==> config.mk <==
export PLATFORM = sky130hd
export DESIGN_NAME = arc_adc_ctrl
export DESIGN_NICKNAME = d
export VERILOG_FILES = /design/src/hdl/arc_pkg.sv /design/src/hdl/arc_adc_ctrl.sv
export SDC_FILE = /design/constraint.sdc
export NUM_CORES = 1
export LEC_CHECK = 0
export BUFFER_PORTS_ARGS = -buffer_cell sky130_fd_sc_hd__buf_4
export CAP_MARGIN = 20
export CORE_ASPECT_RATIO = 1.25
export CORE_MARGIN = 2
export CORE_UTILIZATION = 45
export CTS_CLUSTER_SIZE = 14
export DETAILED_ROUTE_END_ITERATION = 10
export PLACE_DENSITY = 0.65
export SLEW_MARGIN = 20
export SYNTH_ARGS = -nofsm -noshare
export SYNTH_HDL_FRONTEND = slang
export SYNTH_SLANG_ARGS = --single-unit
==> constraint.sdc <==
create_clock -name clk_sys -period 4.51 [get_ports clk_sys]
set_input_delay 0.6765 -clock clk_sys [delete_from_list [all_inputs] [get_ports clk_sys]]
set_output_delay 0.6765 -clock clk_sys [all_outputs]
set_load 0.01 [all_outputs]
==> src/hdl/arc_pkg.sv <==
package arc_pkg;

   // Register map, 8-bit data, byte addresses
   localparam logic [7:0] REG_CHAN_BASE  = 8'h00;
   localparam logic [7:0] REG_CFG_ONE    = 8'h08;
   localparam logic [7:0] REG_CFG_TWO    = 8'h09;
   localparam logic [7:0] REG_RES_BASE   = 8'h10;
   localparam logic [7:0] REG_CMP1_HIGH  = 8'h20;
   localparam logic [7:0] REG_CMP1_LOW   = 8'h21;
   localparam logic [7:0] REG_CMP2_HIGH  = 8'h22;
   localparam logic [7:0] REG_CMP2_LOW   = 8'h23;
   localparam logic [7:0] REG_STAT_TWO   = 8'h24;

   // Channel control fields
   localparam int CC_FLAG_BIT = 7;
   localparam int CC_DIFF_BIT = 5;
   localparam logic [4:0] CHAN_OFF = 5'h1f;
   // Config one fields
   localparam int CF1_DIV_LSB   = 5;
   localparam int CF1_LONG_BIT  = 4;
   localparam int CF1_MODE_LSB  = 2;
   localparam int CF1_CLK_LSB   = 0;
   // Config two fields
   localparam int CF2_ACK_BIT   = 3;
   localparam int CF2_HS_BIT    = 2;
   localparam int CF2_LSTS_LSB  = 0;
   // Status/control two fields
   localparam int SC2_ACT_BIT   = 7;
   localparam int SC2_TRG_BIT   = 6;
   localparam int SC2_CFE_BIT   = 5;
   localparam int SC2_CGT_BIT   = 4;
   localparam int SC2_CREN_BIT  = 3;
   localparam int SC2_REF_LSB   = 0;

   localparam logic [7:0] RESET_BYTE = 8'h00;
   localparam logic [7:0] RESET_CHAN = 8'h1f;

   // Converter clock cycle counts
   localparam logic [5:0] SHORT_SAMPLE_CYCLES = 6'd4;
   localparam logic [5:0] LONG_SAMPLE_00      = 6'd24;
   localparam logic [5:0] LONG_SAMPLE_01      = 6'd16;
   localparam logic [5:0] LONG_SAMPLE_10      = 6'd10;
   localparam logic [5:0] LONG_SAMPLE_11      = 6'd6;
   localparam logic [5:0] HIGH_SPEED_EXTRA    = 6'd4;
   localparam logic [5:0] CONVERT_CYCLES      = 6'd20;

   typedef enum logic [1:0] {
      CLK_BUS      = 2'b00,
      CLK_BUS_HALF = 2'b01,
      CLK_ALT      = 2'b10,
      CLK_ASYNC    = 2'b11
   } arc_clk_e;

   typedef enum logic [1:0] {
      REF_DEFAULT  = 2'b00,
      REF_ALT      = 2'b01,
      REF_BANDGAP  = 2'b10,
      REF_RESERVED = 2'b11
   } arc_ref_e;

   typedef enum logic [1:0] {
      ST_IDLE   = 2'b00,
      ST_SAMPLE = 2'b01,
      ST_CONV   = 2'b10
   } arc_state_e;

   // Command to the analog converter core
   typedef struct packed {
      logic       start;
      logic       sampling;
      logic       converting;
      logic [4:0] channel;
      logic       diff;
      logic [1:0] mode;
      logic [1:0] reference_select;
      logic       highSpeed;
   } arc_core_s;

   // Register bus request
   typedef struct packed {
      logic       wrEn;
      logic       rdEn;
      logic [7:0] addr;
      logic [7:0] wrData;
   } arc_bus_s;

endpackage

==> src/hdl/arc_adc_ctrl.sv <==
`timescale 1ns/1ps
`default_nettype none

module arc_adc_ctrl
   import arc_pkg::*;
#(
   parameter int NUM_CHAN = 2
) (
   // Clock and reset
   input  wire logic              clk_sys,
   input  wire logic              reset,
   // Register port
   input  wire arc_pkg::arc_bus_s bus,
   output var  logic [7:0]        rdData,
   // Hardware trigger source
   input  wire logic [NUM_CHAN-1:0] hardwareTriggerSelectIn,
   input  wire logic              hardwareTriggerIn,
   // Clock sources
   input  wire logic              alternateClock,
   input  wire logic              internalAsyncClock,
   output var  logic              asyncClockEnable,
   output var  logic              converterClockTick,
   // Converter core
   output var  arc_pkg::arc_core_s core,
   input  wire logic [15:0]       coreResult,
   // Status
   output var  logic              conversionActive
);
   import arc_pkg::*;

   localparam int IDX_W = (NUM_CHAN > 1) ? $clog2(NUM_CHAN) : 1;

   // Register storage
   logic [7:0]  chanCtrl_r [NUM_CHAN];
   logic [15:0] result_r   [NUM_CHAN];
   logic [NUM_CHAN-1:0] lock_r;
   logic [7:0]  cfgOne_r;
   logic [7:0]  cfgTwo_r;
   logic [15:0] cmpOne_r;
   logic [15:0] cmpTwo_r;
   logic [6:0]  statCtl_r;

   // Sequencer
   arc_state_e  state_r;
   logic [5:0]  cnt_r;
   logic [IDX_W-1:0] actIdx_r;
   logic [IDX_W-1:0] hwIdx_r;

   // Synchronisers
   logic [NUM_CHAN-1:0] hwSelS1_r, hwSelS2_r;
   logic        trigS1_r, trigS2_r, trigS3_r;
   logic        altS1_r, altS2_r, altS3_r;
   logic        ackS1_r, ackS2_r, ackS3_r;
   logic        halfTgl_r;
   logic [2:0]  divCnt_r;
   logic        asyncRun_r;

   // Decoded controls
   logic        trigHw, cmpEn, cmpGt, cmpRange;
   logic [1:0]  clkSel, modeSel, divSel;
   logic        actDiff;
   logic        srcTick, convTick;
   logic        trigRise;
   logic        wrChanA, startSw, startHw, abortWr, doneEv;
   logic [5:0]  sampleLen, lastCnt;
   logic [15:0] fmtRes, fmtOne, fmtTwo;
   logic        cmpPass, storeOk;
   logic signed [16:0] r, a, b;
   logic [NUM_CHAN-1:0] wrChan, rdHigh, rdLow;

   assign trigHw   = statCtl_r[SC2_TRG_BIT];
   assign cmpEn    = statCtl_r[SC2_CFE_BIT];
   assign cmpGt    = statCtl_r[SC2_CGT_BIT];
   assign cmpRange = statCtl_r[SC2_CREN_BIT];
   assign clkSel   = cfgOne_r[CF1_CLK_LSB +: 2];
   assign modeSel  = cfgOne_r[CF1_MODE_LSB +: 2];
   assign divSel   = cfgOne_r[CF1_DIV_LSB +: 2];
   assign actDiff  = chanCtrl_r[actIdx_r][CC_DIFF_BIT];

   // Right-justified result with zero or sign fill above the top bit
   function automatic logic [15:0] fmtVal(input logic [15:0] raw,
                                          input logic [1:0]  mode,
                                          input logic        diff);
      logic [3:0]  msb;
      logic [15:0] mask;
      unique case (mode)
         2'b00: msb = diff ? 4'd8  : 4'd7;
         2'b01: msb = diff ? 4'd12 : 4'd11;
         2'b10: msb = diff ? 4'd10 : 4'd9;
         2'b11: msb = 4'd15;
      endcase
      mask = 16'hffff >> (4'd15 - msb);
      if (diff && raw[msb]) begin
         fmtVal = raw | ~mask;
      end else begin
         fmtVal = raw & mask;
      end
   endfunction

   // Bus decode per channel
   always_comb begin
      for (int i = 0; i < NUM_CHAN; i++) begin
         wrChan[i] = bus.wrEn && (bus.addr == REG_CHAN_BASE + 8'(i));
         rdHigh[i] = bus.rdEn && (bus.addr == REG_RES_BASE + 8'(2 * i));
         rdLow[i]  = bus.rdEn && (bus.addr == REG_RES_BASE + 8'(2 * i + 1));
      end
   end

   // Input synchronisers
   always_ff @(posedge clk_sys or posedge reset) begin
      if (reset) begin
         hwSelS1_r <= '0;
         hwSelS2_r <= '0;
         trigS1_r  <= 1'b0;
         trigS2_r  <= 1'b0;
         trigS3_r  <= 1'b0;
         altS1_r   <= 1'b0;
         altS2_r   <= 1'b0;
         altS3_r   <= 1'b0;
         ackS1_r   <= 1'b0;
         ackS2_r   <= 1'b0;
         ackS3_r   <= 1'b0;
      end else begin
         hwSelS1_r <= hardwareTriggerSelectIn;
         hwSelS2_r <= hwSelS1_r;
         trigS1_r  <= hardwareTriggerIn;
         trigS2_r  <= trigS1_r;
         trigS3_r  <= trigS2_r;
         altS1_r   <= alternateClock;
         altS2_r   <= altS1_r;
         altS3_r   <= altS2_r;
         ackS1_r   <= internalAsyncClock;
         ackS2_r   <= ackS1_r;
         ackS3_r   <= ackS2_r;
      end
   end

   assign trigRise = trigS2_r && !trigS3_r;

   // Clock source selection and divide
   always_comb begin
      unique case (arc_clk_e'(clkSel))
         CLK_BUS:      srcTick = 1'b1;
         CLK_BUS_HALF: srcTick = halfTgl_r;
         CLK_ALT:      srcTick = altS2_r && !altS3_r;
         CLK_ASYNC:    srcTick = asyncRun_r && ackS2_r && !ackS3_r;
      endcase
   end

   assign convTick = srcTick && ((divCnt_r & ((3'd1 << divSel) - 3'd1)) ==
                                 ((3'd1 << divSel) - 3'd1));

   always_ff @(posedge clk_sys or posedge reset) begin
      if (reset) begin
         halfTgl_r          <= 1'b0;
         divCnt_r           <= 3'd0;
         asyncRun_r         <= 1'b0;
         asyncClockEnable   <= 1'b0;
         converterClockTick <= 1'b0;
      end else begin
         halfTgl_r <= !halfTgl_r;
         if (srcTick) begin
            divCnt_r <= divCnt_r + 3'd1;
         end
         asyncRun_r <= cfgTwo_r[CF2_ACK_BIT] ||
                       (clkSel == CLK_ASYNC && state_r != ST_IDLE);
         asyncClockEnable   <= cfgTwo_r[CF2_ACK_BIT] ||
                               (clkSel == CLK_ASYNC && state_r != ST_IDLE);
         converterClockTick <= convTick && state_r != ST_IDLE && !abortWr;
      end
   end

   // Sample length and conversion length
   always_comb begin
      if (cfgOne_r[CF1_LONG_BIT]) begin
         unique case (cfgTwo_r[CF2_LSTS_LSB +: 2])
            2'b00: sampleLen = LONG_SAMPLE_00;
            2'b01: sampleLen = LONG_SAMPLE_01;
            2'b10: sampleLen = LONG_SAMPLE_10;
            2'b11: sampleLen = LONG_SAMPLE_11;
         endcase
      end else begin
         sampleLen = SHORT_SAMPLE_CYCLES;
      end
      lastCnt = CONVERT_CYCLES +
                (cfgTwo_r[CF2_HS_BIT] ? HIGH_SPEED_EXTRA : 6'd0);
   end

   // Start, abort and completion events
   assign wrChanA = wrChan[0];
   assign startSw = wrChanA && !trigHw && bus.wrData[4:0] != CHAN_OFF;
   assign startHw = trigHw && trigRise &&
                    chanCtrl_r[hwIdx_r][4:0] != CHAN_OFF;
   assign abortWr = state_r != ST_IDLE && wrChan[actIdx_r];
   assign doneEv  = state_r == ST_CONV && convTick &&
                    cnt_r == lastCnt - 6'd1 && !abortWr;

   // Result and compare formatting
   always_comb begin
      fmtRes = fmtVal(coreResult, modeSel, actDiff);
      fmtOne = fmtVal(cmpOne_r, modeSel, actDiff);
      fmtTwo = fmtVal(cmpTwo_r, modeSel, actDiff);
      r = {actDiff & fmtRes[15], fmtRes};
      a = {actDiff & fmtOne[15], fmtOne};
      b = {actDiff & fmtTwo[15], fmtTwo};
      if (!cmpRange) begin
         cmpPass = cmpGt ? (r >= a) : (r < a);
      end else if (a <= b) begin
         cmpPass = cmpGt ? (r >= a && r <= b) : (r < a || r > b);
      end else begin
         cmpPass = cmpGt ? (r >= a || r <= b) : (r < a && r > b);
      end
      storeOk = !cmpEn || cmpPass;
   end

   // Sequencer
   always_ff @(posedge clk_sys or posedge reset) begin
      if (reset) begin
         state_r  <= ST_IDLE;
         cnt_r    <= 6'd0;
         actIdx_r <= '0;
      end else if (startSw) begin
         state_r  <= ST_SAMPLE;
         cnt_r    <= 6'd0;
         actIdx_r <= '0;
      end else if (abortWr || doneEv) begin
         state_r <= ST_IDLE;
      end else if (state_r == ST_IDLE && startHw) begin
         state_r  <= ST_SAMPLE;
         cnt_r    <= 6'd0;
         actIdx_r <= hwIdx_r;
      end else if (convTick) begin
         unique case (state_r)
            ST_IDLE: cnt_r <= 6'd0;
            ST_SAMPLE: begin
               if (cnt_r == sampleLen - 6'd1) begin
                  state_r <= ST_CONV;
                  cnt_r   <= 6'd0;
               end else begin
                  cnt_r <= cnt_r + 6'd1;
               end
            end
            ST_CONV: cnt_r <= cnt_r + 6'd1;
            default: state_r <= ST_IDLE;
         endcase
      end
   end

   // Hardware channel select latch
   always_ff @(posedge clk_sys or posedge reset) begin
      if (reset) begin
         hwIdx_r <= '0;
      end else begin
         for (int i = NUM_CHAN - 1; i >= 0; i--) begin
            if (hwSelS2_r[i]) begin
               hwIdx_r <= IDX_W'(i);
            end
         end
      end
   end

   // Per-channel control, result and lock
   generate
      for (genvar g = 0; g < NUM_CHAN; g++) begin : g_chan
         logic eightSe;
         logic doneHere;
         assign eightSe  = modeSel == 2'b00 && !chanCtrl_r[g][CC_DIFF_BIT];
         assign doneHere = doneEv && actIdx_r == IDX_W'(g);

         always_ff @(posedge clk_sys or posedge reset) begin
            if (reset) begin
               chanCtrl_r[g] <= RESET_CHAN;
            end else begin
               if (wrChan[g]) begin
                  chanCtrl_r[g][6:0] <= {1'b0, bus.wrData[5:0]};
               end
               if (doneHere && storeOk) begin
                  chanCtrl_r[g][CC_FLAG_BIT] <= 1'b1;
               end else if (wrChan[g] || rdLow[g]) begin
                  chanCtrl_r[g][CC_FLAG_BIT] <= 1'b0;
               end
            end
         end

         always_ff @(posedge clk_sys or posedge reset) begin
            if (reset) begin
               result_r[g] <= 16'h0000;
            end else if (doneHere && storeOk && !lock_r[g]) begin
               result_r[g] <= fmtRes;
            end
         end

         always_ff @(posedge clk_sys or posedge reset) begin
            if (reset) begin
               lock_r[g] <= 1'b0;
            end else if (rdLow[g] || eightSe) begin
               lock_r[g] <= 1'b0;
            end else if (rdHigh[g]) begin
               lock_r[g] <= 1'b1;
            end
         end
      end
   endgenerate

   // Shared configuration registers
   always_ff @(posedge clk_sys or posedge reset) begin
      if (reset) begin
         cfgOne_r  <= RESET_BYTE;
         cfgTwo_r  <= RESET_BYTE;
         cmpOne_r  <= 16'h0000;
         cmpTwo_r  <= 16'h0000;
         statCtl_r <= 7'h00;
      end else if (bus.wrEn) begin
         unique case (bus.addr)
            REG_CFG_ONE:   cfgOne_r         <= bus.wrData;
            REG_CFG_TWO:   cfgTwo_r         <= {4'h0, bus.wrData[3:0]};
            REG_CMP1_HIGH: cmpOne_r[15:8]   <= bus.wrData;
            REG_CMP1_LOW:  cmpOne_r[7:0]    <= bus.wrData;
            REG_CMP2_HIGH: cmpTwo_r[15:8]   <= bus.wrData;
            REG_CMP2_LOW:  cmpTwo_r[7:0]    <= bus.wrData;
            REG_STAT_TWO:  statCtl_r        <= {bus.wrData[6:3], 1'b0, bus.wrData[1:0]};
            default:       statCtl_r        <= statCtl_r;
         endcase
      end
   end

   // Read data, active status and core command
   always_ff @(posedge clk_sys or posedge reset) begin
      if (reset) begin
         rdData <= 8'h00;
      end else if (bus.rdEn) begin
         rdData <= 8'h00;
         for (int i = 0; i < NUM_CHAN; i++) begin
            if (bus.addr == REG_CHAN_BASE + 8'(i)) rdData <= chanCtrl_r[i];
            if (rdHigh[i]) rdData <= result_r[i][15:8];
            if (rdLow[i])  rdData <= result_r[i][7:0];
         end
         unique case (bus.addr)
            REG_CFG_ONE:   rdData <= cfgOne_r;
            REG_CFG_TWO:   rdData <= cfgTwo_r;
            REG_CMP1_HIGH: rdData <= cmpOne_r[15:8];
            REG_CMP1_LOW:  rdData <= cmpOne_r[7:0];
            REG_CMP2_HIGH: rdData <= cmpTwo_r[15:8];
            REG_CMP2_LOW:  rdData <= cmpTwo_r[7:0];
            REG_STAT_TWO:  rdData <= {state_r != ST_IDLE, statCtl_r};
            default:       ;
         endcase
      end
   end

   always_ff @(posedge clk_sys or posedge reset) begin
      if (reset) begin
         conversionActive <= 1'b0;
         core             <= '0;
      end else begin
         conversionActive <= (state_r != ST_IDLE && !abortWr) ||
                             startSw || (state_r == ST_IDLE && startHw);
         core.start      <= startSw || (state_r == ST_IDLE && startHw);
         core.sampling   <= state_r == ST_SAMPLE;
         core.converting <= state_r == ST_CONV;
         core.channel    <= chanCtrl_r[actIdx_r][4:0];
         core.diff       <= actDiff;
         core.mode       <= modeSel;
         core.highSpeed  <= cfgTwo_r[CF2_HS_BIT];
         unique case (arc_ref_e'(statCtl_r[SC2_REF_LSB +: 2]))
            REF_DEFAULT:  core.reference_select <= REF_DEFAULT;
            REF_ALT:      core.reference_select <= REF_ALT;
            REF_BANDGAP:  core.reference_select <= REF_BANDGAP;
            REF_RESERVED: core.reference_select <= REF_DEFAULT;
         endcase
      end
   end

endmodule // arc_adc_ctrl

`default_nettype wire

==> out/metrics.yaml, run 1 <==
die_h_um: 156
synthToLayoutAreaGrowth_pct: 23.6
cts_root_buf: "clkbuf_16"
timing.critical_path.to_type: "flop"
finalHoldViolCount: 0
synth-compound-area-share_pct: 14.7
cts.path.max_buffers: 2
drv_slew: 0
max_cap_violations: 0
crit_type: "reg -> reg"
hold_depth: 0
die_area_um2: 19600
drt_wl_total_mm: 25.9
r2r_slack_ns: -0.23
yosys_warnings: 0
min_to: "ackS2_r$_DFF_PP0_"
drive_gt1_share_pct: 35.9
grt_pass1_wl_mm: 40.2
synth_seq_area_share_pct: 45.2
fin_ws_ns: -0.231
synth_flop_cell: "dfrtp_1"
antenna_found_initial: 0
start_kind: "flop"
r2r_end: "result_r[30]$_DFFE_PP0P_"
synth_area_per_cell_um2: 11.2
fin_crit_sh_pct: 105
worst_pin_slew_ns: 0.842
synth_simple_gate_area_share_pct: 11.0
synth_xor_area_share_pct: 0.930
clock_latency_ns: 0.42
worst_path_largest_cell_delay_ns: 0.46
crit_slowest_cell: "mux4_2"
syn_nets: 841
vias: 6782
multi_input_area_um2: 4550
r2r_cells: 19
portBuffers: 65
synth_top_family_by_area: "multiplexers"
track_usage_pct: 27.0
cp.arrival_ns: 5.04
synthMuxAreaShare_pct: 16.2
routedWlPerCell_um: 23.7
relSlewSlack_pct: 43.7
fin_crit_ns: 4.74
drtAntennaViolNets: 0
fin_nets: 950
path_clk_slew_ns: 0.06
hold_class: "reg -> reg"
fin_util_pct: 56.8
grt_pass1_vias: 7116
rsz0062_at_grt: "true"
drcViolationCount: 0
final_cell_area_um2: 10300
cts_buffers: 17
finalSetupViolCount: 32
violations: "negative setup slack"
ys_types: 64
register_area_um2: 3770
cp-startpoint: "actIdx_r$_DFFE_PP0P_"
async_reset_ff_share_pct: 100
syn_area_um2: 8340
dr.pass1.iters: 5
start_util_pct: 45.9
clock-sinks: 150
die_w_um: 126
fin_skew_ns: 0.0119
cts_hold_buf: 0
powerDensity_nw_per_um2: 346
status: "finished with violations"
grt_max_degree: 113
cts_tree: "done"
antennaDiodeCount: 0
worst_ep_required_time_ns: 4.81
synth_fa_ha_area_share_pct: 8.40
first_iter_violations: 567
synth_edf_count: 0
setup_tns_ns: -6.20
fp-row-count: 55
layout_commonest_cell: "dfrtp_1"
path_max_fanout: 8
nFillCells: 1537
ctsHtreeMaxLevel: 4
place.gp.congestion: 0.938
vdd_drop_max_mv: 0.226
max_freq_ghz: 0.211
ys_ff_latch: 150
ios: 66
timing.rr.start: "actIdx_r$_DFFE_PP0P_"
vias_per_cell: 6.20
mostFrequentLayoutCells: "dfrtp_1 (140), buf_4 (114), mux2_2 (69)"
crit_path_cell_trace: "mux2i_4, nor2_4, mux2_4, mux4_2, nand2_2, a21oi_2, a31o_4, ha_4, a21o_1, a2111oi_4, o21ai_1, nor4_2, or3_4, o22a_1, nand3b_1, buf_4, a2111oi_4, buf_6, mux2_4"
gr-total-overflow: 0
worstHoldStart: "ackS1_r$_DFF_PP0_"
whs_ns: 0.356
dpl.hpwl_mm: 19.6
p_leak_uw: 0.00487
syn_inst: 744
core-area_um2: 18200
dpl_cell_area_um2: 9460
==> worst max-delay path: cells and delay by family, from the launching register on <==
family	cells	cell delay, ns
AO/OA/AOI/OAI	7	1.40
flip-flops	1	0.41
adder cells (fa/ha/maj)	1	0.22
multiplexers	4	1.29
AND/OR/NAND/NOR	5	0.88
buffers and inverters	2	0.40
==> routing by layer <==
metal | up-vias | GRT usage [%] | routed length, um
met1 | 3359 | 32.0 | 10200
met2 | 320 | 44.7 | 12300
met4 | 0 | 16.6 | 1660
met3 | 101 | 5.98 | 1770
met5 | - | 0 | 0
li1 | 3002 | - | -
==> registers in the layout, summed over array words and instances (netlist names), 2 cells and up <==
| register | count |
|---|---|
| rdData | 8 |
| cmpTwo_r | 16 |
| lock_r | 2 |
| hwSelS2_r | 2 |
| cnt_r | 6 |
| hwSelS1_r | 2 |
| statCtl_r | 6 |
| result_r | 32 |
| core | 14 |
| chanCtrl_r | 14 |
| cfgOne_r | 8 |
| cfgTwo_r | 4 |
| state_r | 2 |
| cmpOne_r | 16 |
| divCnt_r | 3 |
==> power by group <==
| group | switching (uW) | internal (uW) | total (uW) |
|---|---|---|---|
| clock | 601 | 807 | 1410 |
| sequential | 74.0 | 1430 | 1500 |
| combinational | 354 | 300 | 654 |
==> area by class of cell <==
cell class | count | area share [%]
multi-input combinational | 520 | 44.2
tap | 228 | 2.77
clock inverter | 13 | 1.31
inverter | 42 | 1.59
timing repair buffer | 122 | 9.26
sequential | 150 | 36.5
clock buffer | 19 | 4.39
==> repair_timing <==
item | in CTS | in global routing
setup endpoints to repair | 32 | 32
pin swaps | 19 | 8
setup buffers | 3 | 5
gates resized for setup | 35 | 8
==> cell usage after synthesis, drive strengths merged, types with 10 or more instances <==
library cell / n / area [um2]
nand4: 12 / 75.1
inv: 42 / 160
clkbuf: 25 / 93.8
dfstp: 10 / 263
a21oi: 30 / 161
o21ai: 17 / 85.1
nor2: 49 / 184
mux2: 101 / 1210
dfrtp: 140 / 3500
nand3: 21 / 105
ha: 56 / 701
a221oi: 12 / 105
nor3: 12 / 60.1
a21o: 13 / 105
nand2: 42 / 158
==> per-stage QoR <==
step	instances	total power, uW	setup WS, ns
3_3_place_gp	1054	2100	-0.234
2_1_floorplan	744	1870	-0.140
3_5_place_dp	1054	2120	-0.342
4_1_cts	1089	3550	-0.134
6_report	1094	3560	-0.231
5_1_grt	1094	3700	-0.426
==> how the worst max path moves through the flow <==
stage                                          end  slack, ns
after detailed placement  result_r[29]$_DFFE_PP0P_      -0.34
after global placement    result_r[30]$_DFFE_PP0P_      -0.23
after CTS                 result_r[30]$_DFFE_PP0P_      -0.13
after global routing      result_r[29]$_DFFE_PP0P_      -0.43
final                     result_r[30]$_DFFE_PP0P_      -0.23
after floorplan            result_r[0]$_DFFE_PP0P_      -0.14
==> cells by family (layout without fill, tap and decap cells) <==
| kind of cell | Yosys count | after routing |
|---|---|---|
| AO/OA/AOI/OAI | 161 | 161 |
| adder cells (fa/ha/maj) | 56 | 56 |
| AND/OR/NAND/NOR | 185 | 185 |
| XOR/XNOR | 8 | 8 |
| flip-flops | 150 | 150 |
| buffers and inverters | 74 | 196 |
| multiplexers | 110 | 110 |
Power figures use the tool's default switching activity.
==> run 2: changes to the inputs <==
--- a/config.mk
+++ b/config.mk
@@ -12,7 +12,6 @@
 export CORE_UTILIZATION = 45
 export CTS_CLUSTER_SIZE = 14
 export DETAILED_ROUTE_END_ITERATION = 10
-export PLACE_DENSITY = 0.65
 export SLEW_MARGIN = 20
 export SYNTH_ARGS = -nofsm -noshare
 export SYNTH_HDL_FRONTEND = slang
==> constraint.sdc (replaced) <==
create_clock -name clk_sys -period 5.09 [get_ports clk_sys]
set_input_delay 0.7635 -clock clk_sys [delete_from_list [all_inputs] [get_ports clk_sys]]
set_output_delay 0.7635 -clock clk_sys [all_outputs]
set_load 0.01 [all_outputs]
==> run 2 against run 1 <==
  * The run now ends clean
  * Sequential cell count stayed put
  * Non-clock buffer count is 14 lower
  * Clock skew is 0.0025 ns lower
  * Utilization is 0.77 points lower
  * Clock power is 11% lower
  * Critical endpoint is now result_r[29]$_DFFE_PP0P_
  * First-iteration DRC count is 0.88% lower
  * Total power is 11% lower
  * Setup slack better by 0.37 ns
  * Largest cell class unchanged
==> out/metrics.yaml, run 2 (same netlist as run 1, synthesis figures left out) <==
status: "finished, final reports clean"
cts.path.max_buffers: 2  # unchanged
setup_tns_ns: 0  # +6.20 ns
fin_skew_ns: 0.00938  # -0.00249 ns
track_usage_pct: 27.6  # +0.68 points
power.switching_uw: 905  # -12%
drtAntennaViolNets: 0  # unchanged
rsz0062_at_grt: "true"
dpl.hpwl_mm: 19.9  # +1.2%
die_h_um: 156  # unchanged
gr-total-overflow: 0  # unchanged
fp-row-count: 55  # unchanged
clock_latency_ns: 0.43  # about the same
layout_commonest_cell: "dfrtp_1"
die_w_um: 126  # unchanged
crit_path_cell_trace: "mux2i_4, nor2_4, mux2_4, mux4_2, nand2_4, buf_6, nor2_2, a21o_1, ha_4, nand4_1, buf_4, a311oi_2, nor4_2, or3_4, nor3b_4, nor3_4, a2111oi_4, buf_6, mux2_4"
relSlewSlack_pct: 30.9  # -13 points
final_cell_area_um2: 10200  # -1.4%
vias_per_cell: 6.25  # +0.78%
internal-power_uw: 2260  # -11%
hold_class: "reg -> reg"
drcViolationCount: 0  # unchanged
swShare_pct: 28.6  # -0.26 points
first_iter_violations: 562  # -0.88%
max_cap_violations: 0  # unchanged
cp.arrival_ns: 5.26  # +0.22 ns
routedWlPerCell_um: 24.9  # +5.1%
reg.largest.list: "result_r x32, cmpOne_r x16, cmpTwo_r x16"
drv_slew: 0  # unchanged
fin_crit_ns: 4.95  # +0.212 ns
place.gp.congestion: 0.916  # -2.4%
antenna_found_initial: 1  # +1
mostFrequentLayoutCells: "dfrtp_1 (140), buf_4 (102), mux2_2 (74)"
crit_slowest_cell: "a2111oi_4"
worst_ep_required_time_ns: 5.40  # +0.59 ns
grt_pass1_vias: 6801  # -4.4%
vias: 6741  # -0.60%
fin_crit_sh_pct: 97.3  # -7.8 points
worst_pin_slew_ns: 1.03  # +0.192 ns
grt_pass1_wl_mm: 41.0  # +2.0%
largest_reg_flops: 32  # unchanged
die_area_um2: 19600  # unchanged
path_max_fanout: 8  # unchanged
powerDensity_nw_per_um2: 311  # -10%
timing.critical_path.to_type: "flop"
finalSetupViolCount: 0  # -100%
drive_gt1_share_pct: 34.4  # -1.5 points
p_seq_share_pct: 42.1  # about the same
portBuffers: 65  # unchanged
nFillCells: 1583  # +3.0%
crit_type: "reg -> reg"
fin_nets: 936  # -1.5%
dpl_cell_area_um2: 9280  # -1.9%
core-area_um2: 18200  # unchanged
start_util_pct: 45.9  # unchanged
whs_ns: 0.344  # -0.0112 ns
ctsHtreeMaxLevel: 4  # unchanged
cts_buffers: 17  # unchanged
vdd_drop_max_mv: 0.190  # -16%
clock-sinks: 150  # unchanged
start_kind: "flop"
ios: 66  # unchanged
synthToLayoutAreaGrowth_pct: 21.9
worst-path-buf-inv: 3  # +1
dr.pass1.iters: 7  # +2
antennaDiodeCount: 0  # unchanged
cts_root_buf: "clkbuf_16"
path_clk_slew_ns: 0.06  # about the same
cts_tree: "done"
p_leak_uw: 0.00480  # -1.5%
max_freq_ghz: 0.202  # -4.3%
drt_wl_total_mm: 26.8  # +3.6%
grt_max_degree: 113  # unchanged
clockPowerShare_pct: 39.9  # +0.4 points
pwr-share-comb_pct: 17.9  # -0.5 points
cp_top_family: "multiplexers"
worst_path_largest_cell_delay_ns: 0.51  # +0.05 ns
finalHoldViolCount: 0  # unchanged
regMostFlops: "result_r"
==> run 2: cell types whose count changed in the layout (fill, tap and decap cells not counted), sizes merged <==
| cell | before | now |
|---|---|---|
| clkinv | 4 | 5 |
| inv | 48 | 45 |
| clkinvlp | 2 | 3 |
| bufinv | 1 | 2 |
| buf | 122 | 107 |
==> run 2: worst paths after layout <==
kind | startpoint | cells past startpoint | slack [ns] | end
max | actIdx_r$_DFFE_PP0P_ | 19 | 0.14 | result_r[29]$_DFFE_PP0P_
min | hwSelS1_r[0]$_DFF_PP0_ | 0 | 0.34 | hwSelS2_r[0]$_DFF_PP0_
max reg2reg | actIdx_r$_DFFE_PP0P_ | 19 | 0.14 | result_r[29]$_DFFE_PP0P_
min reg2reg | hwSelS1_r[0]$_DFF_PP0_ | 0 | 0.34 | hwSelS2_r[0]$_DFF_PP0_
max in group asynchronous | reset | 3 | 3.56 | state_r[0]$_DFFE_PP0P_
min in group asynchronous | reset | 2 | 0.48 | rdData[4]$_DFFE_PP0P_
==> run 2: area by class of cell <==
cell class	count	area, um2	area share [%]
Timing Repair Buffer	108	856	8.41
Clock inverter	13	149	1.46
Sequential cell	150	3770	37.0
Multi-Input combinational cell	520	4510	44.3
Clock buffer	18	439	4.32
Inverter	42	168	1.65
Tap cell	228	285	2.80
==> run 2: power by group through the flow <==
stage          registers [uW]  logic (uW)  clock network (uW)
4_1_cts                  1330         539                1270
5_1_grt                  1340         614                1320
6_report                 1330         566                1260
2_1_floorplan            1330         312                   0
3_3_place_gp             1350         511                   0
3_5_place_dp             1350         521                   0
==> run 2: repair_timing <==
| item | 4_1_cts | 5_1_grt |
|---|---|---|
| pin swaps | 9 | 20 |
| setup buffers | 4 | 5 |
| hold buffers | 0 | 0 |
| resized for setup | 8 | 39 |
| gates cloned | 1 | 0 |
| endpoints found under the setup margin | 24 | 32 |
==> run 2: layer usage <==
layer / global-route usage (%) / up-vias / routed length [um]
li1: - / 2965 / -
met1: 34.7 / 3420 / 10900
met2: 46.9 / 284 / 13100
met3: 4.10 / 72 / 1440
met4: 13.4 / 0 / 1430
met5: 0 / - / 0
==> run 2: per-stage QoR <==
stage	setup WS (ns)	total power [uW]	util, %	cells
2_1_floorplan	0.148	1650	-	744
5_1_grt	-0.0189	3280	56.0	1079
3_5_place_dp	-0.0454	1870	51.1	1040
6_report	0.137	3160	56.0	1079
3_3_place_gp	0.0418	1860	51.1	1040
4_1_cts	0.000520	3140	54.9	1076
